===== config.mk =====
export PLATFORM = sky130hd
export DESIGN_NAME = power_button_wake_sequencer
export DESIGN_NICKNAME = d
export VERILOG_FILES = /design/src/verilog/pwr_seq_pkg.sv /design/src/verilog/press_timer.sv /design/src/verilog/power_button_wake_sequencer.sv
export VERILOG_INCLUDE_DIRS = /design/src /design/src/verilog
export SDC_FILE = /design/constraint.sdc
export NUM_CORES = 1
export LEC_CHECK = 0
export BUFFER_PORTS_ARGS = -buffer_cell sky130_fd_sc_hd__buf_2
export CORE_MARGIN = 8
export CORE_UTILIZATION = 64
export CTS_CLUSTER_SIZE = 8
export DETAILED_ROUTE_END_ITERATION = 8
export PLACE_DENSITY = 0.89
export REMOVE_ABC_BUFFERS = 1
export SYNTH_ARGS = -nofsm -noshare
export SYNTH_HDL_FRONTEND = slang
export SYNTH_SLANG_ARGS = --single-unit

===== constraint.sdc =====
create_clock -name clk -period 4.6 [get_ports clk]
set_input_delay 0.92 -clock clk [delete_from_list [all_inputs] [get_ports clk]]
set_output_delay 0.92 -clock clk [all_outputs]
set_load 0.02 [all_outputs]

===== src/verilog/pwr_seq_regs.svh =====
// timing constants and encodings for the power-state sequencer
// assumes a 50 MHz always-on standby clock
`ifndef PWR_SEQ_REGS_SVH
`define PWR_SEQ_REGS_SVH

// ----------------------------------------
// clock and press timing
// ----------------------------------------
`define CLK_FREQ_HZ 50000000
`define SHORT_PRESS_MAX_S 4
`define LONG_PRESS_MIN_S 6
// cycle-count limits derived from seconds and clock rate
`define SHORT_PRESS_CYC (`SHORT_PRESS_MAX_S * `CLK_FREQ_HZ)
`define LONG_PRESS_CYC (`LONG_PRESS_MIN_S * `CLK_FREQ_HZ)

// ----------------------------------------
// wake source bit positions in the wake vector
// ----------------------------------------
`define WAKE_RTC 0
`define WAKE_LAN 1
`define WAKE_USB 2
`define WAKE_PME 3
`define WAKE_PCIE 4
`define WAKE_NUM 5

`endif


===== src/verilog/pwr_seq_pkg.sv =====
// types shared by the power-state sequencer files
// assumes pwr_seq_regs.svh is on the include path
package pwr_seq_pkg;

	// ----------------------------------------
	// sleep state reported to the outside
	// ----------------------------------------
	typedef enum logic [2:0] {
		st_s0,
		st_s1,
		st_s3,
		st_s4,
		st_s5
	} sys_state_e;

	// ----------------------------------------
	// software command carrier
	// ----------------------------------------
	typedef struct packed {
		logic valid;     // one-cycle command strobe
		sys_state_e target; // requested state
	} os_cmd_s;

	// ----------------------------------------
	// press classifier output
	// ----------------------------------------
	typedef struct packed {
		logic short_rel; // released before four seconds
		logic long_hit;  // six seconds reached while held
	} press_evt_s;

endpackage : pwr_seq_pkg


===== src/verilog/press_timer.sv =====
// classifies power-switch presses by duration
// assumes press input already synchronised to clk
`timescale 1ns/10ps
`include "pwr_seq_regs.svh"

module press_timer
	import pwr_seq_pkg::*;
#(
	parameter int unsigned SHORT_CYC = `SHORT_PRESS_CYC,
	parameter int unsigned LONG_CYC = `LONG_PRESS_CYC
) (
	input wire logic clk,
	input wire logic sys_rst,
	input wire logic pressed,
	output press_evt_s evt
);

	// ----------------------------------------
	// state
	// ----------------------------------------
	typedef struct packed {
		logic [31:0] count; // cycles held so far
		logic held;         // press seen last cycle
		logic fired;        // long action already taken
		press_evt_s evt;    // registered events
	} timer_state_s;

	timer_state_s state_reg;
	timer_state_s state_next;

	// ----------------------------------------
	// next-state logic
	// ----------------------------------------
	always_comb begin
		state_next = state_reg;
		state_next.evt = '0;
		state_next.held = pressed;
		if (pressed) begin
			// saturate so a stuck switch never wraps round to a short press
			if (state_reg.count != 32'hffffffff) begin
				state_next.count = state_reg.count + 32'h1;
			end
			if (!state_reg.fired && (state_reg.count + 32'h1) >= 32'(LONG_CYC)) begin
				state_next.evt.long_hit = 1'b1;
				state_next.fired = 1'b1;
			end
		end else begin
			// release: short only under the four-second limit
			if (state_reg.held && state_reg.count < 32'(SHORT_CYC)) begin
				state_next.evt.short_rel = 1'b1;
			end
			state_next.count = '0;
			state_next.fired = 1'b0;
		end
	end

	// ----------------------------------------
	// registers
	// ----------------------------------------
	always_ff @(posedge clk) begin
		if (sys_rst) begin
			state_reg <= '0;
		end else begin
			state_reg <= state_next;
		end
	end

	assign evt = state_reg.evt;

	// ----------------------------------------
	// checks
	// ----------------------------------------
	chk_short_bound: assert property (@(posedge clk) disable iff (sys_rst)
		evt.short_rel |-> $past(state_reg.count, 1) < 32'(SHORT_CYC))
		else $error("short press reported past limit");
	chk_long_once: assert property (@(posedge clk) disable iff (sys_rst)
		evt.long_hit |=> !evt.long_hit)
		else $error("long press reported twice");
	// a release past the short limit stays silent
	chk_mid_quiet: assert property (@(posedge clk) disable iff (sys_rst)
		(!pressed && state_reg.held && state_reg.count >= 32'(SHORT_CYC)) |=> !evt.short_rel)
		else $error("release past short limit reported");
	// the long action comes on the held cycle that reaches the limit
	chk_long_timely: assert property (@(posedge clk) disable iff (sys_rst)
		(pressed && !state_reg.fired && state_reg.count == 32'(LONG_CYC - 1)) |=> evt.long_hit)
		else $error("long hold not reported on time");

endmodule : press_timer


===== src/verilog/power_button_wake_sequencer.sv =====
// system power-state sequencer: switch presses, wake sources, os commands
// assumes an always-on standby clock; switch and wake pins are asynchronous
`timescale 1ns/10ps
`include "pwr_seq_regs.svh"

module power_button_wake_sequencer
	import pwr_seq_pkg::*;
#(
	parameter int unsigned SHORT_CYC = `SHORT_PRESS_CYC,
	parameter int unsigned LONG_CYC = `LONG_PRESS_CYC
) (
	input wire logic clk,
	input wire logic sys_rst,
	input wire logic pwr_switch_n,
	input wire logic rtc_alarm,
	input wire logic lan_wake,
	input wire logic usb_wake,
	input wire logic pme_n,
	input wire logic pcie_wake_n,
	input os_cmd_s os_cmd,
	input wire logic [1:0] short_sleep_sel,
	output sys_state_e sys_state,
	output logic state_changed
);

	// ----------------------------------------
	// state
	// ----------------------------------------
	// pin synchronisers ride in the same struct as the sequencer state
	typedef struct packed {
		logic [5:0] sync1; // first stage, read only by the second
		logic [5:0] sync2; // second stage, safe to use
		sys_state_e cur; // present system state
		logic changed; // pulse on each change
	} seq_state_s;

	seq_state_s state_reg; // registered state
	seq_state_s state_next; // next-state copy

	logic pressed; // switch closed
	logic [`WAKE_NUM-1:0] wake_req; // active-high wake vector
	// bit 5 is the switch; the low bits follow the wake vector positions
	assign pressed = state_reg.sync2[5];
	assign wake_req = state_reg.sync2[`WAKE_NUM-1:0];

	// ----------------------------------------
	// press classification
	// ----------------------------------------
	press_evt_s evt; // short release or long hold
	press_timer #(
		.SHORT_CYC(SHORT_CYC),
		.LONG_CYC(LONG_CYC)
	) u_press_timer (
		.clk(clk),
		.sys_rst(sys_rst),
		.pressed(pressed),
		.evt(evt)
	);

	// ----------------------------------------
	// helpers
	// ----------------------------------------
	// any sleeping or soft-off state
	function automatic logic is_asleep(input sys_state_e s);
		return (s != st_s0);
	endfunction : is_asleep

	// wake allowed for this state, usb only from S1/S3
	function automatic logic wake_ok(input sys_state_e s, input logic [`WAKE_NUM-1:0] w);
		logic usb_ok;
		logic others;
		usb_ok = w[`WAKE_USB] && (s == st_s1 || s == st_s3);
		others = w[`WAKE_RTC] | w[`WAKE_LAN] | w[`WAKE_PME] | w[`WAKE_PCIE];
		return is_asleep(s) && (usb_ok || others);
	endfunction : wake_ok

	// sleep state a short press enters from working
	function automatic sys_state_e sleep_target(input logic [1:0] sel);
		sys_state_e t;
		t = st_s1;
		if (sel == 2'h1) begin
			t = st_s3;
		end else if (sel == 2'h2) begin
			t = st_s4;
		end
		return t;
	endfunction : sleep_target

	// ----------------------------------------
	// transition logic
	// ----------------------------------------
	// priority: long hold, short press, wake, os command.
	// the forced off beats everything so a hung system can always be killed
	always_comb begin
		state_next = state_reg;
		state_next.changed = 1'b0;
		// two flops per pin; low-active pins are turned to active-high here
		state_next.sync1 = {~pwr_switch_n, ~pcie_wake_n, ~pme_n, usb_wake, lan_wake, rtc_alarm};
		state_next.sync2 = state_reg.sync1;
		if (evt.long_hit) begin
			// fail-safe off from working or sleep
			if (state_reg.cur != st_s5) begin
				state_next.cur = st_s5;
			end
		end else if (evt.short_rel) begin
			if (state_reg.cur == st_s0) begin
				state_next.cur = sleep_target(short_sleep_sel);
			end else begin
				state_next.cur = st_s0;
			end
		end else if (wake_ok(state_reg.cur, wake_req)) begin
			state_next.cur = st_s0;
		end else if (os_cmd.valid) begin
			// os owns ordinary transitions, including soft-off
			state_next.cur = os_cmd.target;
		end
		state_next.changed = (state_next.cur != state_reg.cur);
	end

	// ----------------------------------------
	// registers
	// ----------------------------------------
	// one register bank for synchronisers and state alike
	always_ff @(posedge clk) begin
		if (sys_rst) begin
			// stages clear to the idle sense so no false press or wake follows reset
			state_reg <= '{sync1: 6'h00, sync2: 6'h00, cur: st_s5, changed: 1'b0};
		end else begin
			state_reg <= state_next;
		end
	end

	// both outputs come straight from flops
	assign sys_state = state_reg.cur;
	assign state_changed = state_reg.changed;

	// ----------------------------------------
	// checks
	// ----------------------------------------
	// a long hold wins over every other request
	chk_long_off: assert property (@(posedge clk) disable iff (sys_rst)
		evt.long_hit |=> sys_state == st_s5)
		else $error("long hold did not force soft-off");

	// short press from any non-working state comes back to working
	chk_short_wake: assert property (@(posedge clk) disable iff (sys_rst)
		(evt.short_rel && !evt.long_hit && sys_state != st_s0) |=> sys_state == st_s0)
		else $error("short press did not wake");

	// short press from working always leaves working
	// a short release and a long hit never share a cycle: one needs the switch open
	chk_short_sleep: assert property (@(posedge clk) disable iff (sys_rst)
		(evt.short_rel && sys_state == st_s0) |=> sys_state != st_s0)
		else $error("short press did not sleep");

	// wake sources other than usb work from every sleeping state
	chk_wake_src: assert property (@(posedge clk) disable iff (sys_rst)
		(!evt.long_hit && !evt.short_rel && is_asleep(sys_state)
		&& (wake_req & 5'h1b) != 5'h0) |=> sys_state == st_s0)
		else $error("wake request ignored");

	// usb wakes the light sleep states
	chk_usb_light: assert property (@(posedge clk) disable iff (sys_rst)
		(evt == '0 && (sys_state == st_s1 || sys_state == st_s3)
		&& wake_req[`WAKE_USB]) |=> sys_state == st_s0)
		else $error("usb wake ignored in light sleep");

	// usb alone never lifts the deep states
	chk_usb_deep: assert property (@(posedge clk) disable iff (sys_rst)
		(evt == '0 && !os_cmd.valid && (sys_state == st_s4 || sys_state == st_s5)
		&& wake_req == 5'h04) |=> sys_state == $past(sys_state))
		else $error("usb woke from deep state");

	// software owns ordinary transitions when nothing outranks it
	chk_os_cmd: assert property (@(posedge clk) disable iff (sys_rst)
		(os_cmd.valid && evt == '0 && !wake_ok(sys_state, wake_req))
		|=> sys_state == $past(os_cmd.target))
		else $error("os command not obeyed");

	// software soft-off needs no switch
	chk_soft_off: assert property (@(posedge clk) disable iff (sys_rst)
		(os_cmd.valid && os_cmd.target == st_s5 && evt == '0 && !wake_ok(sys_state, wake_req))
		|=> sys_state == st_s5)
		else $error("soft-off command failed");

	// a wake in the same cycle outranks a software command, which is lost
	chk_wake_beats_os: assert property (@(posedge clk) disable iff (sys_rst)
		(evt == '0 && os_cmd.valid && wake_ok(sys_state, wake_req))
		|=> sys_state == st_s0)
		else $error("software command beat a wake");

	// quiet cycles hold the state
	chk_quiet_hold: assert property (@(posedge clk) disable iff (sys_rst)
		(evt == '0 && !os_cmd.valid && !wake_ok(sys_state, wake_req)) |=> $stable(sys_state))
		else $error("state moved without cause");

	// change pulse marks exactly the cycles in which the state moved
	chk_changed_pulse: assert property (@(posedge clk) disable iff (sys_rst)
		!$past(sys_rst)
		|-> state_changed == (sys_state != $past(sys_state)))
		else $error("change pulse out of step");

	// ----------------------------------------
	// cover points
	// ----------------------------------------
	// the main paths through the sequencer
	cov_wake_s3: cover property (@(posedge clk) disable iff (sys_rst)
		sys_state == st_s3 ##1 sys_state == st_s0);
	cov_long: cover property (@(posedge clk) disable iff (sys_rst) evt.long_hit);
	cov_short: cover property (@(posedge clk) disable iff (sys_rst) evt.short_rel);
	cov_os_off: cover property (@(posedge clk) disable iff (sys_rst)
		os_cmd.valid && os_cmd.target == st_s5);
	cov_usb_wake: cover property (@(posedge clk) disable iff (sys_rst)
		sys_state == st_s3 && wake_req[`WAKE_USB] ##1 sys_state == st_s0);

endmodule : power_button_wake_sequencer


==> results.toml, run 1 <==
[run_status]
outcome = "finished clean"

[route]
drcViolationCount = 0
wl_um = 5220
final_antenna_net_count = 0
route.vias.total = 2120
first_pass_iters = 4
viasPerCell = 5.94
wire_per_inst_um = 14.6
drt_iter0_drc = 191

[sta]
setup_slack_ns = 1.62
hold_violations = 0
tightest_slew_ns = 0.799
fmax_mhz = 336
fin_crit_ns = 2.98
rsz0062_at_grt = "no"
final.setup.tns_ns = 0
setup_viol = 0
period_share = 0.647
finalMaxSlewViolations = 0
slew_headroom = 0.463
finalClockSkew_ns = 0.0125

[synthesis]
yosys.area.top_type = "dfxtp_1"
ys_seq_elements = 52
seq_area_frac_synth = 0.398
synth-edff-count = 0
synth-main-ff-cell = "dfxtp_1"
synth_area_mm2 = 0.00261
synthCells = 298
synth_top_cell_area_share = 0.398
yosys-top-cells-area = "dfxtp_1, xnor2_1, a21oi_1"
async_flop_share = 0
ys_warn_count = 0
post_synth.cell_area_avg_um2 = 8.77
synth.distinct_cells = 59

[min_path]
worstHoldEndpoint = "pressed$_SDFF_PP0_"
min_path_cells = 1
worstHoldStart = "state_next[9]$_SDFF_PP0_"
hold_path.class = "flip-flop to flip-flop"

[critical_path]
rrSetupSlack_ns = 1.62
critPathMaxStageDelay_ns = 0.64
crit_chain = "nand3_1 > or4_4 > or4_1 > and3b_1 > nor3_2 > nor2_1 > a2111oi_2"
end_kind = "flip-flop"
worst-setup-path-type = "flip-flop to flip-flop"
r2r_start = "u_press_timer.state_reg[7]$_SDFFE_PP0P_"
cp_slowest_cell = "or4_1"
reg2reg_to = "u_press_timer.evt[0]$_SDFF_PP0_"
arrival_ns = 3.19
required_ns = 4.81
reg2reg_depth = 7
critPathLaunchType = "flip-flop"
worstPathMaxFanout = 10

[floorplanning]
rows = 23
die_h_um = 79.9
dieArea_mm2 = 0.00638
die_width_um = 79.9
num_io_pins = 18
initial_core_util = 0.658
core_area_mm2 = 0.00397

[clocking]
clkLatencyLatePin_ns = 0.31
root_buffer = "clkbuf_8"
cts_tree = "built"
cts-htree-levels = 2
cts_inserted_buffers = 5
clock_sinks = 52
cts_buffer_depth = 2
hold_buffers = 0
cts_resized = 0
cts_setup_buffers = 0
clkTransAtPathRegs_ns = 0.10

[grt]
grt_max_degree = 33
grt_overflow = 0
track_usage = 0.166
grt_pass1_wl_um = 8670
grt_pass1_vias = 1928
antenna_found_initial = 0

[place]
io_buffers = 17
dpl.hpwl_um = 3690
preCtsSetupSlack_ns = 1.67
gp_congestion = 0.910

[layout]
largest_reg_flops = 34
drive_above_1_share = 0.134
fillers = 330
layout_commonest_cell = "dfxtp_1"
area_growth_pct = 5.75
num-nets-final = 322
final_cell_mix = "dfxtp_1, a21oi_1, nor2_1"
antenna_cells = 0

[pwr]
leakage_nw = 0.906
pwr-share-seq = 0.610
swShare = 0.230
power.density_mw_per_mm2 = 275
peakVddDrop_uv = 163
p_switching_mw = 0.175
internal_power_mw = 0.585
combinationalPowerShare = 0.054
clockPowerShare = 0.336

[run]
max-cap-violations = 0
## synth_stat cells (4+ instances only)
library cell  instances
or4_1                 6
xor2_1               14
inv_1                 5
xnor2_1              19
clkbuf_1              8
nor4_1                8
nand2_1              17
nand4_1               9
nor2_1               26
nand3_1               8
nand2b_1              4
o21ai_0               4
a21oi_1              28
nor2b_1               9
mux2i_1               5
dfxtp_1              52
nor3_1               12
## worst max-delay path, delay by kind of cell (launching register included)
| family | cells | cell delay (ns) |
|---|---|---|
| compound gates | 1 | 0.34 |
| flops | 1 | 0.43 |
| simple gates | 6 | 2.11 |
## area by class of cell
class                      instances  area (µm²)  area share
multi-input combinational        224        1460       0.528
tap                               50        62.6      0.0226
timing repair buffer              18        92.6      0.0335
clock buffer                       6        72.6      0.0263
clock inverter                     2        16.3     0.00589
sequential                        52        1040       0.377
inverter                           5        18.8     0.00679
## layer usage
metal	vias up	track usage	wire length [µm]
li1	1088	-	-
met1	980	0.205	2460
met2	45	0.274	2470
met3	7	0.0405	208
met4	0	0.0582	85
met5	-	0	0
## power by group through the flow
stage	clock network [mW]	registers (mW)	logic (mW)
after floorplan	0	0.477	0.0207
after global placement	0	0.473	0.0395
after detailed placement	0	0.474	0.0409
after CTS	0.262	0.463	0.0411
after global routing	0.279	0.464	0.0447
final	0.255	0.463	0.0408
## metrics by stage
step           utilization  cells  power, mW  cell area, µm²  hold WS (ns)
2_1_floorplan            -    281      0.498            2520         0.414
3_3_place_gp         0.673    349      0.513            2670         0.416
3_5_place_dp         0.673    349      0.515            2670         0.423
4_1_cts              0.696    357      0.767            2760         0.450
5_1_grt              0.696    357      0.788            2760         0.463
6_report             0.696    357      0.759            2760         0.445
## logic make-up (layout without fill, tap and decap cells)
kind of cell | Yosys count | count (layout) | share of synthesized area
adders and majority gates | 2 | 2 | 0.00958
xor gates and xnor gates | 33 | 33 | 0.111
AOI/OAI and AO/OA | 57 | 57 | 0.138
buffers and inverters | 22 | 31 | 0.0431
muxes | 5 | 5 | 0.0192
and+or+nand+nor | 127 | 127 | 0.281
DFF | 52 | 52 | 0.398
## worst max-delay path by stage
stage | slack (ns) | endpoint | startpoint | cells after the start
after floorplan | 1.91 | u_press_timer.evt[0]$_SDFF_PP0_ | u_press_timer.state_reg[13]$_SDFFE_PP0P_ | 7
after global placement | 1.77 | u_press_timer.evt[0]$_SDFF_PP0_ | u_press_timer.state_reg[13]$_SDFFE_PP0P_ | 7
after detailed placement | 1.67 | u_press_timer.evt[0]$_SDFF_PP0_ | u_press_timer.state_reg[13]$_SDFFE_PP0P_ | 7
after CTS | 1.64 | u_press_timer.evt[0]$_SDFF_PP0_ | u_press_timer.state_reg[7]$_SDFFE_PP0P_ | 7
after global routing | 1.44 | u_press_timer.evt[0]$_SDFF_PP0_ | u_press_timer.state_reg[7]$_SDFFE_PP0P_ | 7
final | 1.62 | u_press_timer.evt[0]$_SDFF_PP0_ | u_press_timer.state_reg[7]$_SDFFE_PP0P_ | 7
(Power assumes the default switching activity.)
==> run 2: changes to the inputs <==
Settings changed: ABC_AREA set to 1, CORE_UTILIZATION 64 to 55, PLACE_DENSITY 0.89 to 0.81.
Clock period 4.6 ns to 2.4 ns, I/O delays scaled along.
==> run 2 against run 1 <==
Cell count up 57%. First-iteration DRC count up 5.8%. Utilization down 9.1 points. Count of clock-buffer cells in the layout down 1. Sequential share of layout area down 5.6 points. Wire length up 40%. Total power up 97%. Hold slack worse by 0.14 ns. Setup slack worse by 1.3 ns. Critical path type unchanged.
==> results.toml, run 2 <==
[critical_path]
worstPathMaxFanout = 4
arrival_ns = 2.38
end_kind = "flip-flop"
required_ns = 2.66
cp_slowest_cell = "dfxtp_1"
crit_chain = "ha_1 > nand2_1 > nor2_4 > nand2_4 > nor2_4 > nand3b_1 > nand2_1 > nand2_1 > nor2_2 > inv_2 > nor2_1 > nand3_1 > nand3_1 > nand2_1 > inv_1"
crit_family = "simple AND/OR/NAND/NOR gates"
critPathBufInv = 2
cp_common_cell = "nand2_1"
worst-setup-path-type = "flip-flop to flip-flop"
critPathLaunchType = "flip-flop"
worstSetupStartpoint = "u_press_timer.state_reg[4]$_SDFFE_PP0P_"
critPathMaxStageDelay_ns = 0.38
r2r_start = "u_press_timer.state_reg[4]$_SDFFE_PP0P_"

[synthesis]
synthCells = 471
synth.distinct_cells = 34
synth_area_mm2 = 0.00300
post_synth.cell_area_avg_um2 = 6.37
synth-main-ff-cell = "dfxtp_1"
ys_seq_elements = 52
yosys.area.top_type = "dfxtp_1"
synth_common_cells = "nand2_1, inv_1, nor2_1, dfxtp_1, nand3_1"
ys_warn_count = 0
async_flop_share = 0
yosysMostFrequentCell = "nand2_1"
synth-edff-count = 0
seq_area_frac_synth = 0.347
yosys-top-cells-area = "dfxtp_1, nand2_1, inv_1"
synth_top_cell_area_share = 0.347

[pwr]
pwr-share-seq = 0.592
power.density_mw_per_mm2 = 462
peakVddDrop_uv = 239
internal_power_mw = 1.12
swShare = 0.250
clockPowerShare = 0.353
p_switching_mw = 0.375
finalPower_mw = 1.50
combinationalPowerShare = 0.055
leakage_nw = 1.47

[floorplanning]
num_io_pins = 18
rows = 27
die_h_um = 89.9
core_area_mm2 = 0.00537
dieArea_mm2 = 0.00807
die_width_um = 89.9
initial_core_util = 0.559

[place]
io_buffers = 17
dpl.hpwl_um = 5750
dp_cells = 554
gp_congestion = 0.999
preCtsSetupSlack_ns = 0.345

[layout]
multiInputGateArea_mm2 = 0.00161
num-nets-final = 505
fin_util = 0.604
fillers = 497
drive_above_1_share = 0.139
antenna_cells = 0
largest_reg_flops = 34
area_growth_pct = 8.17
final_cell_mix = "nand2_1, inv_1, nor2_1"
stdcell_count = 562
layout_commonest_cell = "nand2_1"
area.sequential_mm2 = 0.00104

[clocking]
root_buffer = "clkbuf_8"
hold_buffers = 0
cts_buffer_depth = 2
cts_tree = "built"
cts_inserted_buffers = 5
clock_sinks = 52
cts_setup_buffers = 0
cts-htree-levels = 2
clkTransAtPathRegs_ns = 0.10
clkLatencyLatePin_ns = 0.32
cts_resized = 0

[route]
wire_per_inst_um = 13.0
route.vias.total = 2882
viasPerCell = 5.13
drcViolationCount = 0
drt_iter0_drc = 202
first_pass_iters = 5
final_antenna_net_count = 0
wl_um = 7310

[grt]
grt_pass1_wl_um = 12000
track_usage = 0.181
antenna_found_initial = 0
grt_pass1_vias = 2676
grt_max_degree = 20
grt_overflow = 0

[sta]
fmax_mhz = 473
slew_headroom = 0.572
final.setup.tns_ns = 0
hold_violations = 0
fin_crit_ns = 2.11
finalMaxSlewViolations = 0
setup_slack_ns = 0.285
finalClockSkew_ns = 0.00801
tightest_slew_ns = 0.636
rsz0062_at_grt = "no"
setup_viol = 0
period_share = 0.881

[min_path]
worstHoldStart = "pcie_wake_n"
hold_path.class = "input port to flip-flop"

[run]
max-cap-violations = 0

[run_status]
outcome = "finished clean"
-- run 2: cell types whose count changed in the layout (fill, tap and decap cells not counted), sizes merged, moves of 7 or more --
cell   change
a21oi     -12
nor4       -7
nor2b      -9
nand2    +119
nor2      +59
or4        -8
xor2       -8
nand3     +21
o21ai     +18
inv       +75
xnor2     -15
nor3      -10
-- run 2: worst reg2reg max path: stages, from the launching register on --
cell      delay [ns]
dfxtp_1         0.38
ha_1            0.22
nand2_1         0.13
nor2_4          0.21
nand2_4         0.12
nor2_4          0.14
nand3b_1        0.12
nand2_1         0.09
nand2_1         0.06
nor2_2          0.11
inv_2           0.04
nor2_1          0.15
nand3_1         0.11
nand3_1         0.09
nand2_1         0.05
inv_1           0.05
-- run 2: worst paths after layout --
path	cells past startpoint	slack, ns	to
max	15	0.29	u_press_timer.state_reg[2]$_SDFFE_PP0P_
min	2	0.30	state_next[8]$_SDFF_PP0_
max reg2reg	15	0.29	u_press_timer.state_reg[2]$_SDFFE_PP0P_
min reg2reg	2	0.41	state_reg[8]$_SDFF_PP0_
-- run 2: cell families after synthesis --
| logic type | share of synthesized area |
|---|---|
| flops | 0.347 |
| xor+xnor | 0.0292 |
| fa+ha+maj | 0.00834 |
| buf+inv | 0.117 |
| compound gates | 0.0872 |
| simple gates | 0.412 |
-- run 2: per-layer routing --
metal,track usage,vias up,wire (µm)
li1,-,1487,-
met4,0.0929,0,271
met3,0.0399,22,392
met5,0,-,0
met2,0.300,87,3400
met1,0.215,1286,3240
-- run 2: metrics by stage --
step           hold slack [ns]  cell area [µm²]
6_report                 0.301             3250
5_1_grt                  0.294             3250
4_1_cts                  0.295             3250
3_5_place_dp             0.396             3150
3_3_place_gp             0.392             3150
2_1_floorplan            0.388             2950
-- run 2: cell type report --
cell class                 instances  share of cell area
clock buffer                       5              0.0212
clock inverter                     3             0.00771
inverter                          79              0.0914
multi-input combinational        330               0.496
sequential                        52               0.321
tap                               72              0.0278
timing repair buffer              21              0.0355
-- run 2: power groups by stage --
stage                     sequential [mW]  clock [mW]  combinational, mW
after floorplan                     0.913           0             0.0426
final                               0.886       0.529             0.0821
after global placement              0.906           0             0.0806
after CTS                           0.887       0.543             0.0836
after global routing                0.888       0.572             0.0940
after detailed placement            0.907           0             0.0832
==> run 3: changes to the inputs <==
Settings changed: CORE_MARGIN 8 to 1.
==> run 3 against run 2 <==
Non-clock buffer count decreased by 1. Sequential cell count unchanged. Clock power about the same. Sequential power about the same. Combinational power about the same. Wire length increased by 0.47%. Utilization increased by 2.2 points. Maximum frequency increased by 2.1%. Largest cell class unchanged. Hold slack improved by 0.010 ns. Sequential share of layout area increased by 0.074 points. Global-route usage increased by 9.4 points. Critical path depth decreased by 2. Critical path type unchanged.
==> results.toml, run 3 (same netlist as run 2, synthesis figures left out) <==
[critical_path]
rrSetupSlack_ns = 0.33
required_ns = 2.66
arrival_ns = 2.33
worstPathMaxFanout = 4
end_kind = "flip-flop"
worst-setup-path-type = "flip-flop to flip-flop"
critPathLaunchType = "flip-flop"

[sta]
fin_crit_ns = 2.07
setup_viol = 0
rsz0062_at_grt = "no"
holdWs_ns = 0.311
period_share = 0.863
finalClockSkew_ns = 0.00599
final.setup.tns_ns = 0
hold_violations = 0
tightest_slew_ns = 0.593
fmax_mhz = 483
finalMaxSlewViolations = 0
slew_headroom = 0.604

[route]
drcViolationCount = 0
viasPerCell = 5.26
wl_um = 7340
wire_per_inst_um = 13.1
final_antenna_net_count = 0
drt_iter0_drc = 295
first_pass_iters = 5
route.vias.total = 2940

[pwr]
finalPower_mw = 1.50
combinationalPowerShare = 0.055
clockPowerShare = 0.354
internal_power_mw = 1.12
swShare = 0.250
power.density_mw_per_mm2 = 463
pwr-share-seq = 0.591
peakVddDrop_uv = 320
leakage_nw = 1.47
p_switching_mw = 0.375

[clocking]
cts_inserted_buffers = 5
clkTransAtPathRegs_ns = 0.10
cts_tree = "built"
hold_buffers = 0
cts_resized = 0
cts_setup_buffers = 0
clkLatencyLatePin_ns = 0.31
clock_sinks = 52
cts_buffer_depth = 2
cts-htree-levels = 2
root_buffer = "clkbuf_8"

[min_path]
hold_path.class = "input port to flip-flop"

[place]
dpl.hpwl_um = 5810
gp_congestion = 0.989
dp_cells = 551
io_buffers = 17

[layout]
final_cell_mix = "nand2_1, inv_1, nor2_1"
drive_above_1_share = 0.137
antenna_cells = 0
num-nets-final = 504
layout_commonest_cell = "nand2_1"
stdcell_count = 559
area_growth_pct = 7.92
fillers = 480
fin_util = 0.626
largest_reg_flops = 34

[floorplanning]
die_h_um = 75.9
core_area_mm2 = 0.00517
rows = 26
initial_core_util = 0.580
num_io_pins = 18
dieArea_mm2 = 0.00575
die_width_um = 75.9

[grt]
grt_pass1_vias = 2462
grt_overflow = 0
grt_max_degree = 20
antenna_found_initial = 0
track_usage = 0.275
grt_pass1_wl_um = 11600

[run_status]
outcome = "finished clean"

[run]
max-cap-violations = 0
-- run 3: cell count changes in the layout (fill, tap and decap cells not counted) --
cell	change
inv_8	+1
buf_4	-1
inv_6	-2
clkinv_4	+1
-- run 3: final timing paths --
path	start	to	cells after the start
max reg2reg	u_press_timer.state_reg[5]$_SDFFE_PP0P_	u_press_timer.state_reg[2]$_SDFFE_PP0P_	13
min reg2reg	state_next[7]$_SDFF_PP0_	state_reg[7]$_SDFF_PP0_	2
min	pme_n	state_next[7]$_SDFF_PP0_	2
max	u_press_timer.state_reg[5]$_SDFFE_PP0P_	u_press_timer.state_reg[2]$_SDFFE_PP0P_	13
-- run 3: power by group through the flow --
stage | logic [mW] | clock network (mW) | registers, mW
6_report | 0.0823 | 0.530 | 0.887
5_1_grt | 0.0941 | 0.574 | 0.890
2_1_floorplan | 0.0426 | 0 | 0.913
3_3_place_gp | 0.0796 | 0 | 0.906
3_5_place_dp | 0.0820 | 0 | 0.907
4_1_cts | 0.0824 | 0.538 | 0.887
-- run 3: through the flow --
step,cell area [µm²],setup slack (ns)
finish,3240,0.329
global route,3240,0.0639
CTS,3240,0.349
detailed placement,3140,0.370
global placement,3140,0.380
floorplan,2950,0.486
-- run 3: cell type report --
type                       count  area [µm²]  area share
multi-input combinational    330        1610       0.497
timing repair buffer          20         108      0.0332
clock buffer                   5        68.8      0.0213
inverter                      79         297      0.0916
clock inverter                 3        27.5     0.00850
tap                           70        87.6      0.0270
sequential                    52        1040       0.321
-- run 3: routing by layer --
layer / routed length [µm] / GRT usage
met3: 723 / 0.0608
met5: 0 / 0
met1: 3420 / 0.409
met4: 191 / 0.103
met2: 3010 / 0.383
-- run 3: worst max-delay path, stage by stage, from the launching register on --
cell,delay (ns)
dfxtp_1,0.38
ha_1,0.23
nand3_1,0.19
nand3b_1,0.32
nor2_1,0.18
nand2_1,0.09
and2_1,0.17
nand3_1,0.09
nand2_1,0.07
nor2_1,0.10
nor2_1,0.05
nand3_1,0.06
nand2_1,0.05
inv_1,0.04
